==> src/sfcrf_regs.vh <==
// Operation
// - All bytes move MSB first
// - Unknown opcode: ignore input until reselect
// - Early deselect before address: do nothing
// - Three address bytes, top bit ignored
// - Read dummies: 1Bh two, 0Bh one, 03h none
// - Data streams out, address auto-increments
// - Address wraps 7FFFFFh to 000000h, no gap
// - Deselect ends read, output tristated at once
// - Block erases take three address bytes only
// - Page program: address then data bytes
// - Dual-input program: address then data bytes
// - Protection readback: address then read data
// - OTP read: address, two dummies, data
// - Lockdown and freeze: address, one byte
// - Lockdown readback: address then read data
// - Status writes one byte; status read streams
// - ID read returns one to four bytes
// - Power-down enter/exit are opcode only
// - Sample on rising, change on falling edge
// - Pause input freezes link, tristates output
`ifndef SFCRF_REGS_VH
`define SFCRF_REGS_VH

// ****************************************************************
// Opcodes
// ****************************************************************
`define SFCRF_OP_RD_TWO_DUMMY   8'h1B
`define SFCRF_OP_RD_ONE_DUMMY   8'h0B
`define SFCRF_OP_RD_NO_DUMMY    8'h03
`define SFCRF_OP_RD_DUAL        8'h3B
`define SFCRF_OP_ERASE_4K       8'h20
`define SFCRF_OP_ERASE_32K      8'h52
`define SFCRF_OP_ERASE_64K      8'hD8
`define SFCRF_OP_ERASE_CHIP_A   8'h60
`define SFCRF_OP_ERASE_CHIP_B   8'hC7
`define SFCRF_OP_PROGRAM        8'h02
`define SFCRF_OP_PROGRAM_DUAL   8'hA2
`define SFCRF_OP_SUSPEND        8'hB0
`define SFCRF_OP_RESUME         8'hD0
`define SFCRF_OP_WR_ENABLE      8'h06
`define SFCRF_OP_WR_DISABLE     8'h04
`define SFCRF_OP_PROTECT        8'h36
`define SFCRF_OP_UNPROTECT      8'h39
`define SFCRF_OP_RD_PROTECT     8'h3C
`define SFCRF_OP_LOCKDOWN       8'h33
`define SFCRF_OP_LOCK_FREEZE    8'h34
`define SFCRF_OP_RD_LOCKDOWN    8'h35
`define SFCRF_OP_OTP_PROGRAM    8'h9B
`define SFCRF_OP_OTP_READ       8'h77
`define SFCRF_OP_RD_STATUS      8'h05
`define SFCRF_OP_WR_STATUS1     8'h01
`define SFCRF_OP_WR_STATUS2     8'h31
`define SFCRF_OP_RESET          8'hF0
`define SFCRF_OP_RD_ID          8'h9F
`define SFCRF_OP_DEEP_DOWN      8'hB9
`define SFCRF_OP_DEEP_UP        8'hAB

// ****************************************************************
// Framing fields
// ****************************************************************
`define SFCRF_KIND_NONE         2'h0
`define SFCRF_KIND_IN           2'h1
`define SFCRF_KIND_OUT          2'h2
`define SFCRF_ADDR_LAST_BYTE    2'h2
`define SFCRF_ID_MAX_BYTES      3'h4
`define SFCRF_ADDR_WIDTH        23

// ****************************************************************
// States, one-hot
// ****************************************************************
`define SFCRF_ST_IDLE           7'h01
`define SFCRF_ST_OPCODE         7'h02
`define SFCRF_ST_ADDR           7'h04
`define SFCRF_ST_DUMMY          7'h08
`define SFCRF_ST_DATAIN         7'h10
`define SFCRF_ST_DATAOUT        7'h20
`define SFCRF_ST_IGNORE         7'h40

`endif

==> src/sfcrf_buf2.v <==
`timescale 1ns/10ps
`include "sfcrf_regs.vh"

// ****************************************************************
// Two-entry buffer
// ****************************************************************
module sfcrf_buf2
#(
  parameter WIDTH = 8
)
(
  input  wire             clk,
  input  wire             nrst,
  input  wire             flush,
  input  wire             inValid,
  output wire             inReady,
  input  wire [WIDTH-1:0] inData,
  output wire             outValid,
  input  wire             outReady,
  output wire [WIDTH-1:0] outData,
  output wire [1:0]       count
);

  reg [WIDTH-1:0] entry0;
  reg [WIDTH-1:0] entry1;
  reg [1:0]       fill;
  wire            push;
  wire            pop;

  assign inReady  = (fill != 2'h2);
  assign outValid = (fill != 2'h0);
  assign outData  = entry0;
  assign count    = fill;
  assign push     = inValid & inReady;
  assign pop      = outValid & outReady;

  always @(posedge clk or negedge nrst)
  begin
    if (!nrst)
    begin
      fill   <= 2'h0;
      entry0 <= {WIDTH{1'b0}};
      entry1 <= {WIDTH{1'b0}};
    end
    else if (flush)
    begin
      fill <= 2'h0;
    end
    else
    begin
      if (pop)
      begin
        entry0 <= (fill == 2'h2) ? entry1 : inData;
      end
      else if (push && fill == 2'h0)
      begin
        entry0 <= inData;
      end
      if (push && ((fill == 2'h1 && !pop) || fill == 2'h2))
      begin
        entry1 <= inData;
      end
      if (push && !pop)
      begin
        fill <= fill + 2'h1;
      end
      else if (pop && !push)
      begin
        fill <= fill - 2'h1;
      end
    end
  end

endmodule

==> src/sfcrf_front.v <==
`timescale 1ns/10ps
`include "sfcrf_regs.vh"

// ****************************************************************
// Serial flash command and read front end
// ****************************************************************
module sfcrf_front
#(
  parameter ADDR_WIDTH = `SFCRF_ADDR_WIDTH
)
(
  input  wire                  clk,
  input  wire                  nrst,
  input  wire                  csN,
  input  wire                  sck,
  input  wire                  si,
  input  wire                  holdN,
  output reg                   so,
  output wire                  soOe,
  output reg                   cmdValid,
  output reg  [7:0]            cmdOpcode,
  output reg  [ADDR_WIDTH-1:0] cmdAddr,
  output reg                   rxValid,
  output reg  [7:0]            rxByte,
  output reg                   cmdEnd,
  output reg                   cmdDone,
  output wire                  fetchValid,
  input  wire                  fetchReady,
  output reg  [ADDR_WIDTH-1:0] fetchAddr,
  input  wire                  rdValid,
  output wire                  rdReady,
  input  wire [7:0]            rdData
);

  // ****************************************************************
  // Opcode table: {known, hasAddr, dummy[1:0], kind[1:0], exactOne}
  // ****************************************************************
  function [6:0] decode;
    input [7:0] op;
    begin
      case (op)
        `SFCRF_OP_RD_TWO_DUMMY : decode = {1'b1, 1'b1, 2'h2, `SFCRF_KIND_OUT, 1'b0};
        `SFCRF_OP_RD_ONE_DUMMY : decode = {1'b1, 1'b1, 2'h1, `SFCRF_KIND_OUT, 1'b0};
        `SFCRF_OP_RD_NO_DUMMY  : decode = {1'b1, 1'b1, 2'h0, `SFCRF_KIND_OUT, 1'b0};
        `SFCRF_OP_RD_DUAL      : decode = {1'b1, 1'b1, 2'h1, `SFCRF_KIND_OUT, 1'b0};
        `SFCRF_OP_ERASE_4K,
        `SFCRF_OP_ERASE_32K,
        `SFCRF_OP_ERASE_64K    : decode = {1'b1, 1'b1, 2'h0, `SFCRF_KIND_NONE, 1'b0};
        `SFCRF_OP_ERASE_CHIP_A,
        `SFCRF_OP_ERASE_CHIP_B : decode = {1'b1, 1'b0, 2'h0, `SFCRF_KIND_NONE, 1'b0};
        `SFCRF_OP_PROGRAM      : decode = {1'b1, 1'b1, 2'h0, `SFCRF_KIND_IN, 1'b0};
        `SFCRF_OP_PROGRAM_DUAL : decode = {1'b1, 1'b1, 2'h0, `SFCRF_KIND_IN, 1'b0};
        `SFCRF_OP_RD_PROTECT   : decode = {1'b1, 1'b1, 2'h0, `SFCRF_KIND_OUT, 1'b0};
        `SFCRF_OP_OTP_READ     : decode = {1'b1, 1'b1, 2'h2, `SFCRF_KIND_OUT, 1'b0};
        `SFCRF_OP_LOCKDOWN,
        `SFCRF_OP_LOCK_FREEZE  : decode = {1'b1, 1'b1, 2'h0, `SFCRF_KIND_IN, 1'b1};
        `SFCRF_OP_RD_LOCKDOWN  : decode = {1'b1, 1'b1, 2'h0, `SFCRF_KIND_OUT, 1'b0};
        `SFCRF_OP_WR_STATUS1,
        `SFCRF_OP_WR_STATUS2   : decode = {1'b1, 1'b0, 2'h0, `SFCRF_KIND_IN, 1'b1};
        `SFCRF_OP_RD_STATUS    : decode = {1'b1, 1'b0, 2'h0, `SFCRF_KIND_OUT, 1'b0};
        `SFCRF_OP_RD_ID        : decode = {1'b1, 1'b0, 2'h0, `SFCRF_KIND_OUT, 1'b0};
        `SFCRF_OP_DEEP_DOWN,
        `SFCRF_OP_DEEP_UP      : decode = {1'b1, 1'b0, 2'h0, `SFCRF_KIND_NONE, 1'b0};
        `SFCRF_OP_WR_ENABLE,
        `SFCRF_OP_WR_DISABLE,
        `SFCRF_OP_SUSPEND,
        `SFCRF_OP_RESUME       : decode = {1'b1, 1'b0, 2'h0, `SFCRF_KIND_NONE, 1'b0};
        `SFCRF_OP_PROTECT,
        `SFCRF_OP_UNPROTECT    : decode = {1'b1, 1'b1, 2'h0, `SFCRF_KIND_NONE, 1'b0};
        `SFCRF_OP_OTP_PROGRAM  : decode = {1'b1, 1'b1, 2'h0, `SFCRF_KIND_IN, 1'b0};
        `SFCRF_OP_RESET        : decode = {1'b1, 1'b0, 2'h0, `SFCRF_KIND_IN, 1'b1};
        default                : decode = 7'h00;
      endcase
    end
  endfunction

  // ****************************************************************
  // Pin synchronisers
  // ****************************************************************
  reg [1:0] csSync;
  reg [1:0] sckSync;
  reg [1:0] siSync;
  reg [1:0] holdSync;
  reg       sckPrev;

  always @(posedge clk or negedge nrst)
  begin
    if (!nrst)
    begin
      csSync   <= 2'h3;
      sckSync  <= 2'h0;
      siSync   <= 2'h0;
      holdSync <= 2'h3;
      sckPrev  <= 1'b0;
    end
    else
    begin
      csSync   <= {csSync[0], csN};
      sckSync  <= {sckSync[0], sck};
      siSync   <= {siSync[0], si};
      holdSync <= {holdSync[0], holdN};
      sckPrev  <= sckSync[1];
    end
  end

  wire csActive = ~csSync[1];
  wire sckLevel = sckSync[1];
  wire siLevel  = siSync[1];
  wire holdLow  = ~holdSync[1];

  // ****************************************************************
  // Pause handling
  // ****************************************************************
  reg holdActive;

  always @(posedge clk or negedge nrst)
  begin
    if (!nrst)
    begin
      holdActive <= 1'b0;
    end
    else if (!csActive || !holdLow)
    begin
      holdActive <= 1'b0;
    end
    else if (!sckLevel)
    begin
      holdActive <= 1'b1;
    end
  end

  // Edges frozen while paused
  wire sckRise = csActive & ~holdActive & sckLevel & ~sckPrev;
  wire sckFall = csActive & ~holdActive & ~sckLevel & sckPrev;

  // ****************************************************************
  // Receive shifter
  // ****************************************************************
  reg  [6:0] state;
  reg  [2:0] bitCnt;
  reg  [6:0] rxShift;
  reg  [1:0] byteCnt;
  reg  [15:0] addrHigh;
  reg  [1:0] dummyNeed;
  reg  [1:0] dataKind;
  reg        exactOne;
  reg        frameOk;
  reg        isIdRead;
  wire [7:0] fullByte = {rxShift, siLevel};
  wire       byteDone = sckRise & (bitCnt == 3'h7);
  wire [6:0] dec      = decode(fullByte);

  // ****************************************************************
  // Transmit side
  // ****************************************************************
  reg        outStarted;
  reg  [2:0] outBit;
  reg  [6:0] outShift;
  reg  [2:0] outBytes;
  reg  [1:0] pending;
  wire [1:0] bufCount;
  wire       bufValid;
  wire [7:0] bufData;
  wire       bufInReady;
  wire       inDataOut = (state == `SFCRF_ST_DATAOUT);
  wire       loadByte  = inDataOut & sckFall & (outBit == 3'h0);
  wire       idLimit   = isIdRead & (outBytes == `SFCRF_ID_MAX_BYTES);
  wire       fetchGo   = fetchValid & fetchReady;
  wire       rdTake    = rdValid & rdReady;

  // Credit keeps fetches within the buffer's free space; none before start address loads
  assign fetchValid = inDataOut & ~cmdValid & ~idLimit & (({1'b0, bufCount} + {1'b0, pending}) < 3'h2);
  assign rdReady    = inDataOut & bufInReady;
  assign soOe       = inDataOut & outStarted & ~holdActive;

  sfcrf_buf2
  #(
    .WIDTH (8)
  )
  u_buf
  (
    .clk      (clk),
    .nrst     (nrst),
    .flush    (~inDataOut),
    .inValid  (rdValid & inDataOut),
    .inReady  (bufInReady),
    .inData   (rdData),
    .outValid (bufValid),
    .outReady (loadByte),
    .outData  (bufData),
    .count    (bufCount)
  );

  // ****************************************************************
  // Frame sequencer
  // ****************************************************************
  always @(posedge clk or negedge nrst)
  begin
    if (!nrst)
    begin
      state     <= `SFCRF_ST_IDLE;
      bitCnt    <= 3'h0;
      rxShift   <= 7'h00;
      byteCnt   <= 2'h0;
      addrHigh  <= 16'h0000;
      dummyNeed <= 2'h0;
      dataKind  <= `SFCRF_KIND_NONE;
      exactOne  <= 1'b0;
      frameOk   <= 1'b0;
      isIdRead  <= 1'b0;
      cmdValid  <= 1'b0;
      cmdOpcode <= 8'h00;
      cmdAddr   <= {ADDR_WIDTH{1'b0}};
      rxValid   <= 1'b0;
      rxByte    <= 8'h00;
      cmdEnd    <= 1'b0;
      cmdDone   <= 1'b0;
    end
    else
    begin
      cmdValid <= 1'b0;
      rxValid  <= 1'b0;
      cmdEnd   <= 1'b0;
      if (!csActive)
      begin
        // Deselect ends any frame; early ends report no completion
        if (state != `SFCRF_ST_IDLE)
        begin
          cmdEnd  <= 1'b1;
          cmdDone <= frameOk & (bitCnt == 3'h0);
        end
        state   <= `SFCRF_ST_IDLE;
        bitCnt  <= 3'h0;
        frameOk <= 1'b0;
      end
      else
      begin
        if (sckRise)
        begin
          bitCnt  <= bitCnt + 3'h1;
          rxShift <= fullByte[6:0];
        end
        case (state)
          `SFCRF_ST_IDLE:
          begin
            state    <= `SFCRF_ST_OPCODE;
            isIdRead <= 1'b0;
          end
          `SFCRF_ST_OPCODE:
          begin
            if (byteDone)
            begin
              cmdOpcode <= fullByte;
              dummyNeed <= dec[4:3];
              dataKind  <= dec[2:1];
              exactOne  <= dec[0];
              byteCnt   <= 2'h0;
              isIdRead  <= (fullByte == `SFCRF_OP_RD_ID);
              if (!dec[6])
              begin
                state <= `SFCRF_ST_IGNORE;
              end
              else if (dec[5])
              begin
                state <= `SFCRF_ST_ADDR;
              end
              else
              begin
                cmdValid <= 1'b1;
                frameOk  <= 1'b1;
                cmdAddr  <= {ADDR_WIDTH{1'b0}};
                case (dec[2:1])
                  `SFCRF_KIND_IN  : state <= `SFCRF_ST_DATAIN;
                  `SFCRF_KIND_OUT : state <= `SFCRF_ST_DATAOUT;
                  default         : state <= `SFCRF_ST_IGNORE;
                endcase
              end
            end
          end
          `SFCRF_ST_ADDR:
          begin
            if (byteDone)
            begin
              addrHigh <= {addrHigh[7:0], fullByte};
              byteCnt  <= byteCnt + 2'h1;
              if (byteCnt == `SFCRF_ADDR_LAST_BYTE)
              begin
                // Top address bit dropped by the width of cmdAddr
                cmdAddr  <= {addrHigh[ADDR_WIDTH-9:0], fullByte};
                cmdValid <= 1'b1;
                frameOk  <= 1'b1;
                byteCnt  <= 2'h0;
                if (dummyNeed != 2'h0)
                begin
                  state <= `SFCRF_ST_DUMMY;
                end
                else
                begin
                  case (dataKind)
                    `SFCRF_KIND_IN  : state <= `SFCRF_ST_DATAIN;
                    `SFCRF_KIND_OUT : state <= `SFCRF_ST_DATAOUT;
                    default         : state <= `SFCRF_ST_IGNORE;
                  endcase
                end
              end
            end
          end
          `SFCRF_ST_DUMMY:
          begin
            if (byteDone)
            begin
              byteCnt <= byteCnt + 2'h1;
              if (byteCnt + 2'h1 == dummyNeed)
              begin
                state <= `SFCRF_ST_DATAOUT;
              end
            end
          end
          `SFCRF_ST_DATAIN:
          begin
            if (byteDone)
            begin
              rxValid <= 1'b1;
              rxByte  <= fullByte;
              if (exactOne)
              begin
                state <= `SFCRF_ST_IGNORE;
              end
            end
          end
          `SFCRF_ST_DATAOUT:
          begin
            if (loadByte && idLimit)
            begin
              state <= `SFCRF_ST_IGNORE;
            end
          end
          `SFCRF_ST_IGNORE:
          begin
            state <= `SFCRF_ST_IGNORE;
          end
          default:
          begin
            state <= `SFCRF_ST_IDLE;
          end
        endcase
      end
    end
  end

  // ****************************************************************
  // Read address counter and fetch credit
  // ****************************************************************
  always @(posedge clk or negedge nrst)
  begin
    if (!nrst)
    begin
      fetchAddr <= {ADDR_WIDTH{1'b0}};
      pending   <= 2'h0;
    end
    else
    begin
      if (cmdValid)
      begin
        fetchAddr <= cmdAddr;
      end
      else if (fetchGo)
      begin
        fetchAddr <= fetchAddr + {{(ADDR_WIDTH-1){1'b0}}, 1'b1};
      end
      if (!inDataOut)
      begin
        pending <= 2'h0;
      end
      else if (fetchGo && !rdTake)
      begin
        pending <= pending + 2'h1;
      end
      else if (rdTake && !fetchGo && pending != 2'h0)
      begin
        pending <= pending - 2'h1;
      end
    end
  end

  // ****************************************************************
  // Output shifter, changes on falling edges
  // ****************************************************************
  always @(posedge clk or negedge nrst)
  begin
    if (!nrst)
    begin
      so         <= 1'b0;
      outStarted <= 1'b0;
      outBit     <= 3'h0;
      outShift   <= 7'h00;
      outBytes   <= 3'h0;
    end
    else if (!inDataOut)
    begin
      outStarted <= 1'b0;
      outBit     <= 3'h0;
      outBytes   <= 3'h0;
    end
    else if (sckFall)
    begin
      outStarted <= 1'b1;
      outBit     <= outBit + 3'h1;
      if (outBit == 3'h0)
      begin
        // Empty buffer shows ones rather than stale data
        so       <= bufValid ? bufData[7] : 1'b1;
        outShift <= bufValid ? bufData[6:0] : 7'h7F;
        if (outBytes != `SFCRF_ID_MAX_BYTES)
        begin
          outBytes <= outBytes + 3'h1;
        end
      end
      else
      begin
        so       <= outShift[6];
        outShift <= {outShift[5:0], 1'b1};
      end
    end
  end

endmodule

==> config.mk <==
export PLATFORM = sky130hd
export DESIGN_NAME = sfcrf_front
export DESIGN_NICKNAME = d
export VERILOG_FILES = /design/src/sfcrf_buf2.v /design/src/sfcrf_front.v
export VERILOG_INCLUDE_DIRS = /design/src
export SDC_FILE = /design/constraint.sdc
export NUM_CORES = 1
export LEC_CHECK = 0
export BUFFER_PORTS_ARGS = -buffer_cell sky130_fd_sc_hd__buf_2
export CORE_ASPECT_RATIO = 1.1
export CORE_MARGIN = 2
export CORE_UTILIZATION = 40
export DETAILED_ROUTE_END_ITERATION = 10
export PLACE_DENSITY = 0.66
export SYNTH_ARGS = -nofsm -noshare
export SYNTH_HDL_FRONTEND = slang
export SYNTH_SLANG_ARGS = --single-unit
==> constraint.sdc <==
create_clock -name clk -period 5.7 [get_ports clk]
set_clock_uncertainty 0.15 [all_clocks]
set_input_delay 1.14 -clock clk [delete_from_list [all_inputs] [get_ports clk]]
set_output_delay 1.14 -clock clk [all_outputs]
set_load 0.02 [all_outputs]
# Word level (Yosys, flattened, before mapping)
# Index checks and enable logic that the tools add are counted.
[op_classes]
add_sub_neg = 10
magnitude_cmp = 1
eq_ne = 72
n_mux = 75
bitwise_logic = 27
n_reduce_logical = 51
[ops]
columns = ["op", "count"]
rows = [
  ["23-bit 2-to-1 mux", 7],
  ["7-bit 2-to-1 mux", 14],
  ["8-bit equality test (second input constant)", 10],
  ["8-bit by 6-bit equality test with 1-bit output (second input constant)", 9],
  ["7-bit case mux with 9 select lines", 1],
  ["7-bit case mux with 7 select lines", 1],
  ["23-bit case mux with 2 select lines", 1],
  ["3-bit inequality test (second input constant)", 10],
  ["7-bit case mux with 2 select lines", 2],
  ["8-bit by 3-bit equality test with 1-bit output (second input constant)", 3],
  ["8-bit by 7-bit equality test with 1-bit output (second input constant)", 3],
  ["1-bit 2-to-1 mux", 24],
  ["3-bit 2-to-1 mux", 8],
  ["8-bit 2-to-1 mux", 3],
  ["23-bit by 1-bit adder with 23-bit output (second input constant)", 1],
  ["1-bit AND", 21],
  ["2-bit 2-to-1 mux", 10],
  ["8-bit by 2-bit equality test with 1-bit output (second input constant)", 2],
  ["2-bit inequality test (second input constant)", 8],
  ["2-bit nonzero test", 8],
  ["3-bit AND reduction", 5],
  ["2-bit AND reduction", 5],
  ["3-bit by 1-bit adder with 3-bit output (second input constant)", 3],
  ["1-bit logical AND", 9],
  ["38 further kinds", 68],
]
[word_totals]
register_bits = 152
inputBits = 16
out_inout_bits = 70
wordCells = 269

# Depth between registers and ports, before layout
[logic_depth]
word_depth = 12
depth_mapped = 11

# Hierarchy
# From an unflattened synthesis, not the netlist that was laid out.
[hier_totals]
cells_unflattened = 765
area_unflattened_um2 = 7831.3
[modules_own_cells]
columns = ["module", "n_inst", "cells_each", "area_each_um2", "seq_area_each_um2"]
rows = [
  ["sfcrf_front", 1, 702, 6897.9, 3359.5],
  ["sfcrf_buf2", 1, 63, 933.4, 450.4],
]

# Worst setup path before layout
# Ideal clock, no wire load.
[synth_path]
kind = "flip-flop to output port"
start = "reg pending[0]"
end = "out fetchValid"
arrival_ns = 1.674
required_time_ns = 4.410
path_slack_ns = 2.736
stages_incl_launch_ff = 7
path_buffers = 1
path_cell_list = "dfrtp_1 clkbuf_1 and2_1 fa_1 nor3_1 nand2_1 nor2_1"
[synth_via]
elab_chain_cells = 3
[synth_rtl]
columns = ["element", "line_no", "text"]
rows = [
  ["from (decl)", "sfcrf_front.v:160", "reg [1:0] pending;"],
  ["from (signal assigned)", "sfcrf_front.v:377", "pending <= pending + 2'h1;"],
  ["from (signal assigned)", "sfcrf_front.v:381", "pending <= pending - 2'h1;"],
  ["2-bit by 2-bit adder with 3-bit output", "sfcrf_front.v:172", "assign fetchValid = inDataOut & ~cmdValid & ~idLimit & (({1'b0, bufCount} + {1'b0, pending}) < 3'h2);"],
  ["3-bit by 2-bit less-than comparator with 1-bit output", "sfcrf_front.v:172", ""],
  ["1-bit AND", "sfcrf_front.v:172", ""],
  ["to (decl)", "sfcrf_front.v:27", "output wire fetchValid,"],
]
# No other way between the ends.

# Worst setup path in the final report
[layout_path]
start = "reg state[2]"
end = "out soOe"
[layout_via]
elab_chain_cells = 3
[layout_rtl]
columns = ["element", "line_no", "text"]
rows = [
  ["from (decl)", "sfcrf_front.v:139", "reg [6:0] state;"],
  ["from (signal assigned)", "sfcrf_front.v:201", "state <= `SFCRF_ST_IDLE;"],
  ["from (signal assigned)", "sfcrf_front.v:232", "state <= `SFCRF_ST_IDLE;"],
  ["from (signal assigned)", "sfcrf_front.v:246", "state <= `SFCRF_ST_OPCODE;"],
  ["7-bit by 6-bit equality test with 1-bit output", "--", ""],
  ["1-bit AND (2 in a row)", "sfcrf_front.v:174", "assign soOe = inDataOut & outStarted & ~holdActive;"],
  ["to (decl)", "sfcrf_front.v:19", "output wire soOe,"],
]
# No other way between the ends.

==> summary.txt <==
STA
  • RSZ-0062 raised after global routing: false
  • Final setup margin: 2116 ps
  • Pins over their slew limit: 0
  • Setup TNS: 0 ps
  • Endpoints failing setup: 0
  • Slew @ Worst Pin: 1133 ps
  • Slew HR: 0.2430
  • Min cycle time layout: 3584 ps
  • Final hold vios: 0
  • Worst hold margin: 198.2 ps
  • Final worst path period share: 0.6288
  • Fmax: 279.0 MHz

Floorplan
  • Die height: 150.5 um
  • Initial core utilization: 0.4086
  • FP Rows: 53
  • Total core area: 19100 sq um
  • I/O pins: 86
  • Width of the die: 137.2 um
  • Die ar.: 20640 sq um

Clock network
  • Root buf cell: clkbuf_16
  • Worst skew pair latency: 430 ps
  • CTS sink count: 152
  • CTS tree: yes
  • H-Tree Depth: 4
  • Register clock-pin slew on the reported worst setup and hold paths: 60 ps
  • Post-CTS setup buffer count: 0
  • CTS max path bufs: 2
  • Post-CTS Hold Buffers: 0
  • Post-cts sizing count: 0
  • CTS Buf Count: 17

Power and ir drop
  • Power per cell area: 310.9 nW/um^2
  • Total leakage power: 4.145 nW
  • VDD IR max: 0.2791 mV

Yosys
  • Post-synthesis mux area share: 0.06381
  • Post-Synth Simple-Gate Area: 0.1998
  • Ys async rst share: 1.000
  • Netlist Area Pre-Place: 7804 sq um
  • Ys Warns: 0
  • Post-Syn Area per Cell: 9.828 sq um
  • Cells after Synth: 794
  • Seq/Total Area, Yosys: 0.4882
  • Xor/xnor share of the synthesized area: 0.01571
  • Yosys reg bits: 152
  • Post-Synth Adder-Cell Area: 0.03143
  • Synth Area in Compound Gates: 0.1579
  • Syn nets: 829
  • Main combinational cell family by area after synthesis: simple AND/OR/NAND/NOR gates
  • Cell variety after synth: 77
  • Post-synth EDFFs: 0
  • Primary FF master, synth: dfrtp_1

Finish
  • Final Core Density: 0.4708
  • Ant. Diodes: 0
  • Most frequent cells in the layout: dfrtp_1 (147), nand2_1 (121), buf_2 (84)
  • Fin area: 8992 sq um
  • Area Overhead vs Synth: 15.23%
  • Layout cells sized above 1: 0.2067
  • Commonest non-fill, non-tap cell in the layout: dfrtp_1
  • Nets: 888

Detailed routing
  • Vias: 6251
  • DR iter-0 viols: 457
  • Total iterations of the first detailed-routing run: 6
  • Final WL: 18690 um
  • DR DRC count: 0
  • Final ANT Viol Nets: 0
  • WL per Instance: 16.79 um
  • Routed vias/inst: 5.616

Critical path
  • Worst Path Required: 4410 ps
  • Endpoint class of the critical path: output pin
  • Worst setup path class: register to output pin
  • Worst-path maximum fanout: 20
  • Arr. time, crit path: 2290 ps
  • Critical path startpoint category: register

Place
  • RePlAce Congestion: 0.8738
  • Pre-CTS setup slack: 2459 ps
  • Placement Cell Area: 8339 sq um
  • Detailed Place HPWL: 12560 um
  • Port buffer count: 85

Run status
  • Status: completed

Global route
  • Total grt overflow: 0
  • Global-route usage over all layers: 0.1898
  • Pin count of the biggest net entering global routing: 70
  • Vias in the first global route: 5922
  • Global-route wire length before repair: 30740 um
  • Initial antenna violation count: 0

Job
  • Max Cap Viol: 0

Worst hold path
  • Worst hold path type: register to register
## registers in the layout, indices dropped and copies added, names as in the netlist, 8 cells and up
signal and count:
u_buf.outData 8, addrHigh 15, fetchAddr 23, cmdAddr 23, cmdOpcode 8, rxByte 8, u_buf.entry1 8
## routing by layer
metal,vias to the layer above,part of all wire,track usage
li1,2967,-,-
met1,3081,0.46,0.2627
met2,170,0.47,0.2896
met3,33,0.047,0.03906
met4,0,0.020,0.07938
met5,-,0,0
## area by class of cell
class / instances / area [sq um]
sequential: 152 / 3810
fill: 1806 / 10110
multi-input combinational: 566 / 3657
timing repair buffer: 89 / 461.7
clock buffer: 19 / 432.9
inverter: 27 / 101.3
clock inverter: 13 / 220.2
tap: 247 / 309.0
## stage by stage
| stage | power (W) | std cells |
|---|---|---|
| final | 0.002796 | 1113 |
| after global routing | 0.002910 | 1113 |
| after CTS | 0.002816 | 1113 |
| after detailed placement | 0.001557 | 1081 |
| after global placement | 0.001549 | 1081 |
| after floorplan | 0.001462 | 794 |
## path summary, 6_finish.rpt
kind	start	to	slack, ps	cells past startpoint
setup / recovery	state[2]	soOe	2120	4
hold reg to reg	siSync[0]	siSync[1]	200	0
setup reg to reg	rxShift[2]	cmdAddr[2]	2450	6
min in group asynchronous	nrst	rxValid	560	1
max in group asynchronous	nrst	outBit[1]	3770	2
hold / removal	siSync[0]	siSync[1]	200	0
## cells in the mapped netlist, types with 3 or more instances
| cell type | number | area [sq um] |
|---|---|---|
| o311ai_0 | 5 | 43.79 |
| nor2b_1 | 7 | 43.79 |
| clkbuf_1 | 26 | 97.59 |
| o21ai_0 | 58 | 290.3 |
| o211ai_1 | 5 | 37.54 |
| o21ai_1 | 23 | 115.1 |
| mux2i_1 | 10 | 100.1 |
| inv_1 | 27 | 101.4 |
| or3_1 | 12 | 75.07 |
| a22oi_1 | 26 | 195.2 |
| nand4b_1 | 3 | 26.28 |
| nand4_1 | 7 | 43.79 |
| a21oi_1 | 24 | 120.1 |
| nor3_1 | 19 | 95.09 |
| xnor2_1 | 7 | 61.31 |
| nor4_1 | 6 | 37.54 |
| nor3b_1 | 6 | 45.04 |
| buf_2 | 14 | 70.07 |
| nor2_1 | 47 | 176.4 |
| a31oi_1 | 6 | 37.54 |
| nand3_1 | 22 | 110.1 |
| a221o_1 | 7 | 70.07 |
| ha_1 | 18 | 225.2 |
| mux2_2 | 34 | 382.9 |
| buf_4 | 5 | 37.54 |
| o311ai_1 | 4 | 35.03 |
| a211oi_1 | 3 | 22.52 |
| nor4_4 | 3 | 63.81 |
| dfrtp_1 | 147 | 3679 |
| nand2b_1 | 9 | 56.30 |
| xor2_1 | 7 | 61.31 |
| dfstp_2 | 5 | 131.4 |
| nand2_1 | 121 | 454.2 |
| and2_1 | 6 | 37.54 |
| nand3b_1 | 4 | 30.03 |
| and3_1 | 5 | 31.28 |
| a32oi_1 | 5 | 43.79 |
## worst max-delay path, stage by stage (launching register included)
cell,delay (ps)
dfrtp_1,500
nor4_4,420
nand3_2,450
nor3b_1,300
buf_2,190
## report_power, final
| part | switching [W] | internal [W] |
|---|---|---|
| Combinational | 0.000171 | 0.000126 |
| Clock | 0.000469 | 0.000784 |
| Sequential | 0.000130 | 0.00112 |
## cell families (layout without fill, tap and decap cells)
family,count (synthesis),in the layout
AO/OA/AOI/OAI,189,189
adder cells (fa/ha/maj),19,19
AND/OR/NAND/NOR,299,299
buffers and inverters,76,148
XOR/XNOR,14,14
flip-flops,152,152
multiplexers,45,45
Note: power is estimated with default switching activity, not from simulation.
